===== src/rtl/bce_regs.svh =====
// Purpose: offsets, field positions, reset values and condition codes
// Assumes: included by the condition evaluator package users
// Notes: definitions only
`ifndef BCE_REGS_SVH
`define BCE_REGS_SVH

// register byte offsets on the apb port
`define BCE_OFF_STATUS 12'h000
`define BCE_OFF_COND_SEL 12'h004
`define BCE_OFF_COND_RESULT 12'h008

// status word bit positions
`define BCE_BIT_C 0
`define BCE_BIT_V 1
`define BCE_BIT_Z 2
`define BCE_BIT_N 3
`define BCE_BIT_UF 4
`define BCE_BIT_LV 5
`define BCE_BIT_LUF 6
`define BCE_FLAG_W 7
`define BCE_LIVE_W 5

// reset values
`define BCE_STATUS_RST 7'h00
`define BCE_COND_SEL_RST 5'h00

// condition codes
`define BCE_CC_ALWAYS 5'h00
`define BCE_CC_UNSIGNED_BELOW 5'h01
`define BCE_CC_UNSIGNED_BELOW_OR_SAME 5'h02
`define BCE_CC_UNSIGNED_ABOVE 5'h03
`define BCE_CC_UNSIGNED_ABOVE_OR_SAME 5'h04
`define BCE_CC_EQUAL 5'h05
`define BCE_CC_NOT_EQUAL 5'h06
`define BCE_CC_SIGNED_LESS 5'h07
`define BCE_CC_SIGNED_LESS_OR_EQUAL 5'h08
`define BCE_CC_SIGNED_GREATER 5'h09
`define BCE_CC_SIGNED_GREATER_OR_EQUAL 5'h0A
`define BCE_CC_UNUSED 5'h0B
`define BCE_CC_NO_OVERFLOW 5'h0C
`define BCE_CC_OVERFLOW 5'h0D
`define BCE_CC_NO_UNDERFLOW 5'h0E
`define BCE_CC_UNDERFLOW 5'h0F
`define BCE_CC_NO_STICKY_OVERFLOW 5'h10
`define BCE_CC_STICKY_OVERFLOW 5'h11
`define BCE_CC_NO_STICKY_UNDERFLOW 5'h12
`define BCE_CC_STICKY_UNDERFLOW 5'h13
`define BCE_CC_ZERO_OR_UNDERFLOW 5'h14

`endif


===== src/rtl/bce_pkg.sv =====
// Purpose: types shared by the condition evaluator files
// Assumes: nothing
// Notes: numbers live in bce_regs.svh
package bce_pkg;
   typedef logic [4:0] cond_code_t;
   typedef logic [6:0] status_word_t;
   typedef logic [4:0] live_flags_t;
endpackage


===== src/rtl/cond_eval.sv =====
// Purpose: combinational truth of one condition code against the flags
// Assumes: flags laid out as in the status word
// Notes: pure logic, no state
`timescale 1ns/1ns
`include "bce_regs.svh"

module cond_eval (
   // condition and flags
   input wire bce_pkg::cond_code_t i_code,
   input wire bce_pkg::status_word_t i_flags,
   // result
   output logic o_true,
   output logic o_defined
);
   import bce_pkg::*;

   ////////////////////////////////////////////////////////////////////
   // evaluation function, one arm per defined code
   function automatic logic eval_code(input cond_code_t code, input status_word_t f);
      logic c;
      logic v;
      logic z;
      logic n;
      logic uf;
      logic lv;
      logic sticky_underflow_flag;
      logic r;
      c = f[`BCE_BIT_C];
      v = f[`BCE_BIT_V];
      z = f[`BCE_BIT_Z];
      n = f[`BCE_BIT_N];
      uf = f[`BCE_BIT_UF];
      lv = f[`BCE_BIT_LV];
      sticky_underflow_flag = f[`BCE_BIT_LUF];
      // aliases share one code, so they share one arm here
      case (code)
         `BCE_CC_ALWAYS: r = 1'b1;
         `BCE_CC_UNSIGNED_BELOW: r = c;
         `BCE_CC_UNSIGNED_BELOW_OR_SAME: r = c | z;
         `BCE_CC_UNSIGNED_ABOVE: r = ~c & ~z;
         `BCE_CC_UNSIGNED_ABOVE_OR_SAME: r = ~c;
         `BCE_CC_EQUAL: r = z;
         `BCE_CC_NOT_EQUAL: r = ~z;
         `BCE_CC_SIGNED_LESS: r = n;
         `BCE_CC_SIGNED_LESS_OR_EQUAL: r = n | z;
         `BCE_CC_SIGNED_GREATER: r = ~n & ~z;
         `BCE_CC_SIGNED_GREATER_OR_EQUAL: r = ~n;
         `BCE_CC_NO_OVERFLOW: r = ~v;
         `BCE_CC_OVERFLOW: r = v;
         `BCE_CC_NO_UNDERFLOW: r = ~uf;
         `BCE_CC_UNDERFLOW: r = uf;
         `BCE_CC_NO_STICKY_OVERFLOW: r = ~lv;
         `BCE_CC_STICKY_OVERFLOW: r = lv;
         `BCE_CC_NO_STICKY_UNDERFLOW: r = ~sticky_underflow_flag;
         `BCE_CC_STICKY_UNDERFLOW: r = sticky_underflow_flag;
         `BCE_CC_ZERO_OR_UNDERFLOW: r = z | uf;
         // unused code and everything above the top code never fire
         default: r = 1'b0;
      endcase
      return r;
   endfunction

   ////////////////////////////////////////////////////////////////////
   // twenty codes are defined: all up to the top one, minus the hole
   assign o_defined = (i_code <= `BCE_CC_ZERO_OR_UNDERFLOW) &&
                      (i_code != `BCE_CC_UNUSED);
   assign o_true = eval_code(i_code, i_flags);
endmodule


===== src/rtl/branch_condition_evaluator.sv =====
// Purpose: condition evaluator and flag store of the processor core
// Assumes: execute stage and apb master run on i_clk_sys
// Notes: results are registered, so they appear one edge after the inputs
//
// What this block does
// - code 00000 is always true, whatever the flags.
// - 00001 true on carry set; 00010 true on carry or zero.
// - 00011 true when carry and zero clear; 00100 true when carry clear.
// - 00111 true on negative set; 01000 true on negative or zero.
// - 01001 true when negative and zero clear; 01010 when negative clear.
// - zero, overflow and underflow codes test one flag set or clear.
// - codes 10000 to 10011 test the sticky overflow and underflow flags.
// - code 10100 is true on zero or floating underflow.
// - twenty codes are defined, 00000 to 10100 except 01011.
// - sticky flags follow their live flags up; clear only by reset or write.
`timescale 1ns/1ns
`include "bce_regs.svh"

module branch_condition_evaluator #(
   parameter int ADDR_W = 12
) (
   // clock and reset
   input wire logic i_clk_sys,
   input wire logic i_reset,
   // execute stage: condition query
   input wire bce_pkg::cond_code_t i_cond_code,
   // execute stage: flag update
   input wire logic i_flag_wr,
   input wire bce_pkg::live_flags_t i_flag_new,
   // apb slave
   input wire logic i_psel,
   input wire logic i_penable,
   input wire logic i_pwrite,
   input wire logic [ADDR_W-1:0] i_paddr,
   input wire logic [31:0] i_pwdata,
   output logic o_pready,
   output logic [31:0] o_prdata,
   output logic o_pslverr,
   // results toward the execute stage
   output logic o_cond_true,
   output logic o_cond_defined,
   output bce_pkg::status_word_t o_status_word
);
   import bce_pkg::*;

   ////////////////////////////////////////////////////////////////////
   // elaboration check: the map needs at least 4 address bits
   if (ADDR_W < 4 || ADDR_W > 32) begin : g_bad_addr_w
      $error("ADDR_W must lie between 4 and 32");
   end

   ////////////////////////////////////////////////////////////////////
   // address decode, used for both read mux and write strobes
   function automatic logic addr_hit(input logic [ADDR_W-1:0] a, input logic [11:0] off);
      return a[ADDR_W-1:0] == ADDR_W'(off);
   endfunction

   status_word_t status_q;
   status_word_t status_d;
   cond_code_t cond_sel_q;
   logic pready_q;
   logic [31:0] prdata_q;
   logic pslverr_q;
   logic cond_true_q;
   logic cond_defined_q;
   logic exe_true;
   logic exe_defined;
   logic sw_true;
   logic sw_defined;

   ////////////////////////////////////////////////////////////////////
   // apb phase decode
   wire setup_ph = i_psel & ~i_penable;
   wire access_done = i_psel & i_penable & pready_q;
   wire hit_status = addr_hit(i_paddr, `BCE_OFF_STATUS);
   wire hit_sel = addr_hit(i_paddr, `BCE_OFF_COND_SEL);
   wire hit_result = addr_hit(i_paddr, `BCE_OFF_COND_RESULT);
   wire hit_any = hit_status | hit_sel | hit_result;
   wire wr_status = access_done & i_pwrite & hit_status;
   wire wr_sel = access_done & i_pwrite & hit_sel;

   ////////////////////////////////////////////////////////////////////
   // read mux; the result register is read-only, writes to it are ignored
   wire [31:0] rd_status = {25'h0000000, status_q};
   wire [31:0] rd_sel = {27'h0000000, cond_sel_q};
   wire [31:0] rd_result = {30'h00000000, sw_defined, sw_true};
   wire [31:0] rd_mux = hit_status ? rd_status :
                        hit_sel ? rd_sel :
                        hit_result ? rd_result : 32'h00000000;

   ////////////////////////////////////////////////////////////////////
   // flag store: a software write lays down a base value, then live
   // flags from the execute stage replace theirs; sticky flags take the
   // base value or'ed with their own live flag, V or UF, so a set in the
   // cycle of a clearing write still wins
   wire [6:0] base = wr_status ? i_pwdata[6:0] : status_q;
   wire [4:0] live = i_flag_wr ? i_flag_new : base[4:0];
   wire lv_next = base[`BCE_BIT_LV] | live[`BCE_BIT_V];
   wire luf_next = base[`BCE_BIT_LUF] | live[`BCE_BIT_UF];
   assign status_d = {luf_next, lv_next, live};

   ////////////////////////////////////////////////////////////////////
   // evaluators: one for the execute stage, one for software queries
   cond_eval u_exe_eval (
      .i_code(i_cond_code),
      .i_flags(status_q),
      .o_true(exe_true),
      .o_defined(exe_defined)
   );

   cond_eval u_sw_eval (
      .i_code(cond_sel_q),
      .i_flags(status_q),
      .o_true(sw_true),
      .o_defined(sw_defined)
   );

   ////////////////////////////////////////////////////////////////////
   // flag and select registers; reset clears the sticky flags too
   always_ff @(posedge i_clk_sys) begin
      if (i_reset) begin
         status_q <= `BCE_STATUS_RST;
         cond_sel_q <= `BCE_COND_SEL_RST;
      end else begin
         status_q <= status_d;
         if (wr_sel) begin
            cond_sel_q <= i_pwdata[4:0];
         end
      end
   end

   ////////////////////////////////////////////////////////////////////
   // registered condition result; one edge of latency keeps the
   // output off the flag path at the cost of a pipeline stage
   always_ff @(posedge i_clk_sys) begin
      if (i_reset) begin
         cond_true_q <= 1'b0;
         cond_defined_q <= 1'b0;
      end else begin
         cond_true_q <= exe_true;
         cond_defined_q <= exe_defined;
      end
   end

   ////////////////////////////////////////////////////////////////////
   // apb answer: ready and data are prepared in the setup cycle, so
   // every access phase completes at its first edge
   always_ff @(posedge i_clk_sys) begin
      if (i_reset) begin
         pready_q <= 1'b0;
         prdata_q <= 32'h00000000;
         pslverr_q <= 1'b0;
      end else begin
         pready_q <= setup_ph;
         if (setup_ph) begin
            prdata_q <= i_pwrite ? 32'h00000000 : rd_mux;
            pslverr_q <= ~hit_any;
         end else if (access_done) begin
            prdata_q <= 32'h00000000;
            pslverr_q <= 1'b0;
         end
      end
   end

   ////////////////////////////////////////////////////////////////////
   // outputs straight from flip-flops
   assign o_pready = pready_q;
   assign o_prdata = prdata_q;
   assign o_pslverr = pslverr_q;
   assign o_cond_true = cond_true_q;
   assign o_cond_defined = cond_defined_q;
   assign o_status_word = status_q;
endmodule


===== config.mk =====
export PLATFORM = sky130hd
export DESIGN_NAME = branch_condition_evaluator
export DESIGN_NICKNAME = d
export VERILOG_FILES = /design/src/rtl/bce_pkg.sv /design/src/rtl/cond_eval.sv /design/src/rtl/branch_condition_evaluator.sv
export VERILOG_INCLUDE_DIRS = /design/src /design/src/rtl
export SDC_FILE = /design/constraint.sdc
export NUM_CORES = 1
export LEC_CHECK = 0
export BUFFER_PORTS_ARGS = -buffer_cell sky130_fd_sc_hd__buf_2
export CAP_MARGIN = 20
export CORE_UTILIZATION = 47
export CTS_BUF_LIST = sky130_fd_sc_hd__clkbuf_8
export CTS_CLUSTER_DIAMETER = 150
export DETAILED_ROUTE_END_ITERATION = 8
export GPL_ROUTABILITY_DRIVEN = 0
export MAX_ROUTING_LAYER = met4
export PLACE_DENSITY = 0.83
export SYNTH_ARGS = -nofsm -noshare
export SYNTH_HDL_FRONTEND = slang
export SYNTH_HIERARCHICAL = 1
export SYNTH_SLANG_ARGS = --single-unit

===== constraint.sdc =====
create_clock -name i_clk_sys -period 2 [get_ports i_clk_sys]
set_input_delay 0 -clock i_clk_sys [delete_from_list [all_inputs] [get_ports i_clk_sys]]
set_output_delay 0 -clock i_clk_sys [all_outputs]
set_load 0.01 [all_outputs]

# == After elaboration in Yosys (flattened, before gate mapping) ==
# Index checks and enable logic that the tools add are counted.
# word_totals
ff_bits,48
latch_bits,0
ramBits,0
romBits,0
input_bits,60
out_inout_bits,43
elab_cells,95
mem_count,0
# classes
addsub,0
multipliers,0
div,0
magnitude_cmp,2
n_eq_ne,42
n_shift,0
mux,12
bitwise,24
n_reduce_logical,7
# ops
cell,n
"5-bit by 4-bit equality test with 1-bit output, second input constant",14
32-bit two-way mux,2
"5-bit equality test, second input constant",10
"5-bit by 3-bit equality test with 1-bit output, second input constant",8
1-bit one-hot mux with 20 select lines,2
7-bit two-way mux,3
"5-bit by 2-bit equality test with 1-bit output, second input constant",4
"12-bit by 3-bit equality test with 1-bit output, second input constant",1
"12-bit by 4-bit equality test with 1-bit output, second input constant",1
12-bit logical NOT,1
"5-bit by 1-bit equality test with 1-bit output, second input constant",2
"5-bit less-or-equal comparator, second input constant",2
5-bit logical NOT,2
5-bit two-way mux,2
"5-bit by 4-bit inequality test with 1-bit output, second input constant",2
1-bit inverter,9
1-bit bitwise AND,8
1-bit bitwise OR,7
2-bit nonzero test,2
1-bit logical AND,2
1-bit two-way mux,2
2-bit two-way mux,1

# == Longest topological paths before layout ==
# Gate-level depths: netlist of run 1.
# depth
word_depth,8
ltp_mapped,10
ltp_nobuf,8

# == Cells and area by module ==
# The synthesis of run 1 kept the hierarchy.
# modules_own_cells
module,n_inst,cells_each,area_per_inst_um2,seq_area_each_um2
branch_condition_evaluator,1,146,1303.8,460.4
cond_eval,2,51,342.8,0.0

# == Worst setup path before layout of run 1 ==
# No wires, ideal clock.
# synth_timing
kind,reg-to-reg
start,"register pready_q, in the netlist o_pready"
end,"register status_q[5], in the netlist o_status_word[5]"
arrival_ns,1.678
slack_ns,0.189
path_stages_with_launch,6
n_path_buf,1
path_cell_list,dfxtp_1 or4b_1 or4_4 buf_6 nor4_4 nor3_1
# synth_between
elab_chain_cells,6
# synth_lines
element,line_no,text
"start, declared",branch_condition_evaluator.sv:61,logic pready_q;
"start signal, assigned",branch_condition_evaluator.sv:154,pready_q <= setup_ph;
1-bit bitwise AND (*),branch_condition_evaluator.sv:74,wire access_done = i_psel & i_penable & pready_q;
1-bit bitwise AND (*) (2 in a row),branch_condition_evaluator.sv:79,wire wr_status = access_done & i_pwrite & hit_status;
7-bit two-way mux (*),branch_condition_evaluator.sv:96,wire [6:0] base = wr_status ? i_pwdata[6:0] : status_q;
5-bit two-way mux,branch_condition_evaluator.sv:97,wire [4:0] live = i_flag_wr ? i_flag_new : base[4:0];
1-bit bitwise OR (*),branch_condition_evaluator.sv:98,wire lv_next = base[`BCE_BIT_LV] | live[`BCE_BIT_V];
"end signal, assigned",branch_condition_evaluator.sv:122,status_q <= `BCE_STATUS_RST;
"end signal, assigned",branch_condition_evaluator.sv:125,status_q <= status_d;
"end, declared",branch_condition_evaluator.sv:58,status_word_t status_q;
# Mark *: on every way between the ends. The rest lies on a longest branch, timed or not. The select of a mux whose other input is x is not followed.
# A chain may end at the register's enable or synchronous reset.

# == Final worst setup path of run 1 ==
# layout_timing
start,register cond_sel_q[0]
end,"register prdata_q[0], in the netlist o_prdata[0]"
# layout_between
elab_chain_cells,7
elab_cells_between_ends,26
classes_between,eq/ne: 19; mux: 6; reduce/logical: 1
# layout_lines
element,line_no,text
"start, declared",branch_condition_evaluator.sv:60,cond_code_t cond_sel_q;
"start signal, assigned",branch_condition_evaluator.sv:123,cond_sel_q <= `BCE_COND_SEL_RST;
"start signal, assigned",branch_condition_evaluator.sv:127,cond_sel_q <= i_pwdata[4:0];
"5-bit equality test, or another cell as far along",cond_eval.sv:36,case (code)
1-bit one-hot mux with 20 select lines (*),cond_eval.sv:36,
net sw_true,branch_condition_evaluator.sv:68,logic sw_true;
2-bit two-way mux (*),branch_condition_evaluator.sv:89,hit_result ? rd_result : 32'h00000000;
5-bit two-way mux (*),branch_condition_evaluator.sv:88,hit_sel ? rd_sel :
7-bit two-way mux (*),branch_condition_evaluator.sv:87,wire [31:0] rd_mux = hit_status ? rd_status :
7-bit two-way mux (*),branch_condition_evaluator.sv:156,prdata_q <= i_pwrite ? 32'h00000000 : rd_mux;
32-bit two-way mux (*),branch_condition_evaluator.sv:155,if (setup_ph) begin
"end signal, assigned",branch_condition_evaluator.sv:156,
"end, declared",branch_condition_evaluator.sv:62,logic [31:0] prdata_q;
# The timed path passes the listed nets; every way through them passes the cells marked *.

==> reports/results.ini, run 1 <==
[setup_path]
cp_data_arrival_time_ns = 2.04
path_cells = inv_2 > or3_1 > a211oi_2 > a31oi_1 > o2111ai_1 > nand2_1 > o21ai_0 > a22o_1
crit_family = compound AO/OA/AOI/OAI gates
required_ns = 2.21
r2r_slack_ns = 0.17
cp-start-kind = register
critPathMaxFanout = 8
critPathCaptureType = register
critical_path.max_stage_delay_ns = 0.49
worst-path-buf-inv = 1
crit_type = reg -> reg
cp_slowest_cell = dfxtp_1

[synthesis]
synth_cell_types = 46
synth_ff_type = dfxtp_1
ys_seq_area_share_pct = 23.1
synth_edf_count = 0
synth_area_um2 = 1990
synthesis.instances = 248
yosysTopAreaCell = dfxtp_1
syn_avg_cell_area_um2 = 8.02
synth_common_cells = buf_4, dfxtp_1, a21oi_1
yosysTopAreaCellShare_pct = 23.1
ys_async_sr_fraction_pct = 0
synth.area.top_cells = dfxtp_1, buf_4, mux2i_1, buf_6, mux2_2
synth-seq-cells = 23
synth_most_common_cell = buf_4
yosysWarningCount = 6

[pwr]
powerDensity_nw_per_um2 = 450
leakage_nw = 0.932
ir_worst_vdd_v = 0.000410

[outcome]
violations = hold timing
status = finished, violations left

[timing]
skew_ns = 0.00324
post-route-min-period_ns = 1.83
holdWs_ns = -0.00182
worst_slack_ns = 0.169
period_share_pct = 91.5
timing.fmax_mhz = 546
rsz0062_at_grt = no
maxSlewViolCount = 0
tns_ns = 0
final_hold_viol_count = 1
setup_viol = 0

[detailed_routing]
antenna_left = 0
first_pass_iters = 4
drtIter0Drc = 94
vias_per_cell = 5.73
drc = 0
vias = 2012
wire_per_inst_um = 13.4
wl_um = 4700

[flow_run]
max-cap-violations = 0

[clocking]
clk_pin_slew_ns = 0.08
cts_buffers = 3
cts_tree = done
cts_root_buf = clkbuf_8
clk_latency_ns = 0.26
h-tree-depth = 1
cts_sinks = 23
clk_path_buf_depth = 2

[grt]
grt_pass1_wl_um = 7450
grt_antenna_before_repair = 0
first_global_vias = 1655
track_usage_pct = 21.6
grt_max_degree = 22
overflow = 0

[floorplan]
coreArea_um2 = 4030
num_io_pins = 103
die_x_um = 67.1
start_util_pct = 49.4
die_h_um = 67.1
dieArea_um2 = 4500
num_rows = 23

[placement]
portBuffers = 52
place_hpwl_um = 3500
pre_cts_ws_ns = 0.166
placed_area_um2 = 2170

[final_layout]
layout.nets = 362
final_area_um2 = 2260
drive_above_1_share_pct = 28.9
antenna_cells = 0
syn_to_final_growth_pct = 13.7

[min_path]
hp-class = in -> reg

## worst reg2reg max path: stages (launching register included)
cell	delay, ns
dfxtp_1	0.49
inv_2	0.10
or3_1	0.37
a211oi_2	0.21
a31oi_1	0.06
o2111ai_1	0.23
nand2_1	0.08
o21ai_0	0.10
a22o_1	0.16
## per-layer routing
layer	GRT usage (%)	up-vias	part of all wire [%]
li1	-	986	-
met1	28.1	935	42
met2	35.8	87	50
met3	1.88	4	7.0
met4	5.05	0	0.45
met5	-	-	0
## path summary, 6_finish.rpt
| check | start | to | cells past startpoint |
|---|---|---|---|
| setup / recovery | cond_sel_q[0] | o_prdata[0] | 8 |
| setup reg to reg | cond_sel_q[0] | o_prdata[0] | 8 |
| hold reg to reg | o_prdata[5] | o_prdata[5] | 2 |
| hold / removal | i_pwdata[3] | cond_sel_q[3] | 3 |
## stage by stage
stage | util, % | hold slack [ns] | instances | total power (W)
after detailed placement | 53.9 | 0.227 | 343 | 0.000743
after CTS | 56.1 | 0.000476 | 351 | 0.00102
after global routing | 56.1 | 0.00971 | 351 | 0.00107
after floorplan | - | 0.0887 | 272 | 0.000688
after global placement | 53.9 | 0.224 | 343 | 0.000739
final | 56.1 | -0.00182 | 351 | 0.00102
## registers in the layout, indices dropped and copies added, names as in the netlist
register        cells
o_status_word       7
o_pslverr           1
o_cond_defined      1
cond_sel_q          5
o_prdata            7
o_pready            1
o_cond_true         1
## where the power goes
group | leakage [nW] | total, W | switching (W) | internal, W
Clock | 0.0269 | 0.000277 | 0.000140 | 0.000137
Combinational | 0.716 | 0.000252 | 0.000149 | 0.000103
Sequential | 0.189 | 0.000488 | 0.0000154 | 0.000473
Total | 0.932 | 0.00102 | 0.000305 | 0.000713
## area by class of cell
| type | instances | area [um^2] |
|---|---|---|
| inverters | 11 | 41.3 |
| flip-flops and latches | 23 | 464 |
| repair buffers | 68 | 390 |
| clock buffers | 3 | 41.3 |
| clock inverters | 1 | 3.75 |
| well taps | 50 | 62.6 |
| multi-input cells | 195 | 1260 |
| fillers | 377 | 1770 |
## logic make-up (layout without fill, tap and decap cells)
family / count (synthesis) / after routing / synth area share [%]
other: 1 / 25 / 0.188
AO/OA/AOI/OAI: 74 / 74 / 25.0
flip-flops: 23 / 23 / 23.1
multiplexers: 15 / 15 / 7.99
AND/OR/NAND/NOR: 81 / 81 / 25.6
buffers and inverters: 54 / 83 / 18.1
## cell usage in the layout, fill, tap and decap left out, types with 5 or more instances in the layout
cell type	count
nor2b_1	6
nand2_1	14
nor3_1	5
o21ai_1	11
nor2_1	10
inv_1	10
nand3_1	10
dfxtp_1	20
mux2i_1	8
a22o_1	6
o21ai_0	6
buf_2	52
a21oi_1	15
buf_4	12
mux2_2	7
conb_1	25
a31oi_1	9
nor3b_1	8
## what timing repair did
| action | 4_1_cts | 5_1_grt |
|---|---|---|
| setup buffers | 0 | 0 |
| resized for setup | 0 | 3 |
| setup endpoints to repair | 0 | 1 |
| hold buffers | 4 | 0 |
| endpoints found under the hold margin | 4 | 0 |
No activity file was read; power rests on OpenSTA's default activity.
==> inputs of run 2 (changes only) <==
- PLACE_DENSITY: 0.83 -> not set
- PLACE_DENSITY_LB_ADDON: not set -> 0.3
==> reports/results.ini, run 2 (synthesis results as in run 1) <==
[outcome]
status = finished, violations left
violations = hold timing

[final_layout]
syn_to_final_growth_pct = 14.2
multiInputGateArea_um2 = 1260
utilization_pct = 56.4
fillCellCount = 395
drive_above_1_share_pct = 29.7
antenna_cells = 0
regArea_um2 = 463
mostFrequentLayoutCells = buf_2, conb_1, dfxtp_1
layout.nets = 364
final_common_cell = buf_2

[clocking]
clk_latency_ns = 0.26
clk_path_buf_depth = 2
cts_buffers = 3
post_cts.repair.setup_buffers = 0
clk_pin_slew_ns = 0.08
cts_tree = done
h-tree-depth = 1
cts_root_buf = clkbuf_8
cts_sinks = 23

[timing]
rsz0062_at_grt = no
skew_ns = 0.00141
setup_viol = 0
period_share_pct = 91.1
maxSlewViolCount = 0
timing.fmax_mhz = 549
final_hold_viol_count = 1
tns_ns = 0
post-route-min-period_ns = 1.82
holdWs_ns = -0.00407

[floorplan]
num_io_pins = 103
dieArea_um2 = 4500
die_h_um = 67.1
coreArea_um2 = 4030
num_rows = 23
die_x_um = 67.1
start_util_pct = 49.4

[placement]
portBuffers = 52
place_hpwl_um = 3640

[detailed_routing]
drc = 0
wl_um = 4840
first_pass_iters = 4
antenna_left = 0
vias_per_cell = 5.61
drtIter0Drc = 93
wire_per_inst_um = 13.7
vias = 1981

[grt]
track_usage_pct = 23.2
grt_pass1_wl_um = 7880
first_global_vias = 1792
grt_antenna_before_repair = 0
overflow = 0
grt_max_degree = 22

[pwr]
ir_worst_vdd_v = 0.000347
powerDensity_nw_per_um2 = 450
leakage_nw = 0.943

[setup_path]
worst-path-buf-inv = 0
critPathCaptureType = register
cp_slowest_cell = dfxtp_1
cp-start-kind = register
path_cells = nand2b_1 > o22ai_1 > a21boi_1 > o311ai_1 > o2111ai_1 > nand2_1 > o21ai_0 > a22o_1
crit_family = compound AO/OA/AOI/OAI gates
required_ns = 2.16
critical_path.max_stage_delay_ns = 0.50
crit_type = reg -> reg
cp_data_arrival_time_ns = 1.98
critPathMaxFanout = 9

[min_path]
hp-class = in -> reg

[flow_run]
max-cap-violations = 0

[run 2: area by class of cell]
type	instances	area share, %
timing repair buffer	70	17.6
multi-input combinational	195	55.4
sequential	23	20.4
tap	50	2.75
clock inverter	1	0.165
inverter	11	1.82
clock buffer	3	1.82
[run 2: timing repair]
item                       CTS  global route
hold endpoints to repair     2             0
setup endpoints to repair    0             1
resized for setup            0             2
hold buffers                 2             0
[run 2: power by group]
group	switching [W]	internal [W]	total, W
clock	0.000142	0.000137	0.000279
combinational	0.000153	0.000104	0.000257
sequential	0.0000136	0.000473	0.000487
total	0.000309	0.000714	0.00102
[run 2: through the flow]
step	total power (W)	hold WS [ns]	instance area (um^2)	setup WS, ns	cells
after global routing	0.00108	0.000283	2270	0.0582	353
after CTS	0.00103	0.00144	2270	0.120	353
final	0.00102	-0.00407	2270	0.177	353
after global placement	0.000745	0.228	2200	0.138	347
after floorplan	0.000688	0.0887	2080	0.189	272
after detailed placement	0.000749	0.231	2200	0.132	347
[run 2: worst reg2reg max path, cell delays in order (launching register included)]
cell and delay (ns):
dfxtp_1 0.50, nand2b_1 0.12, o22ai_1 0.16, a21boi_1 0.09, o311ai_1 0.28, o2111ai_1 0.19, nand2_1 0.09, o21ai_0 0.09
a22o_1 0.20
[run 2: layer usage]
metal  GRT usage, %  wire length, um
met5              -                0
met4           7.71               49
met3           2.40              344
met2           37.8             2210
met1           29.8             2230
[run 2: worst paths after layout]
check,slack [ns],end,cells past startpoint,start
min,-0.004,cond_sel_q[0],3,i_pwdata[0]
max,0.18,o_prdata[0],8,cond_sel_q[3]
max reg2reg,0.18,o_prdata[0],8,cond_sel_q[3]
min reg2reg,0.47,o_prdata[5],2,o_prdata[5]
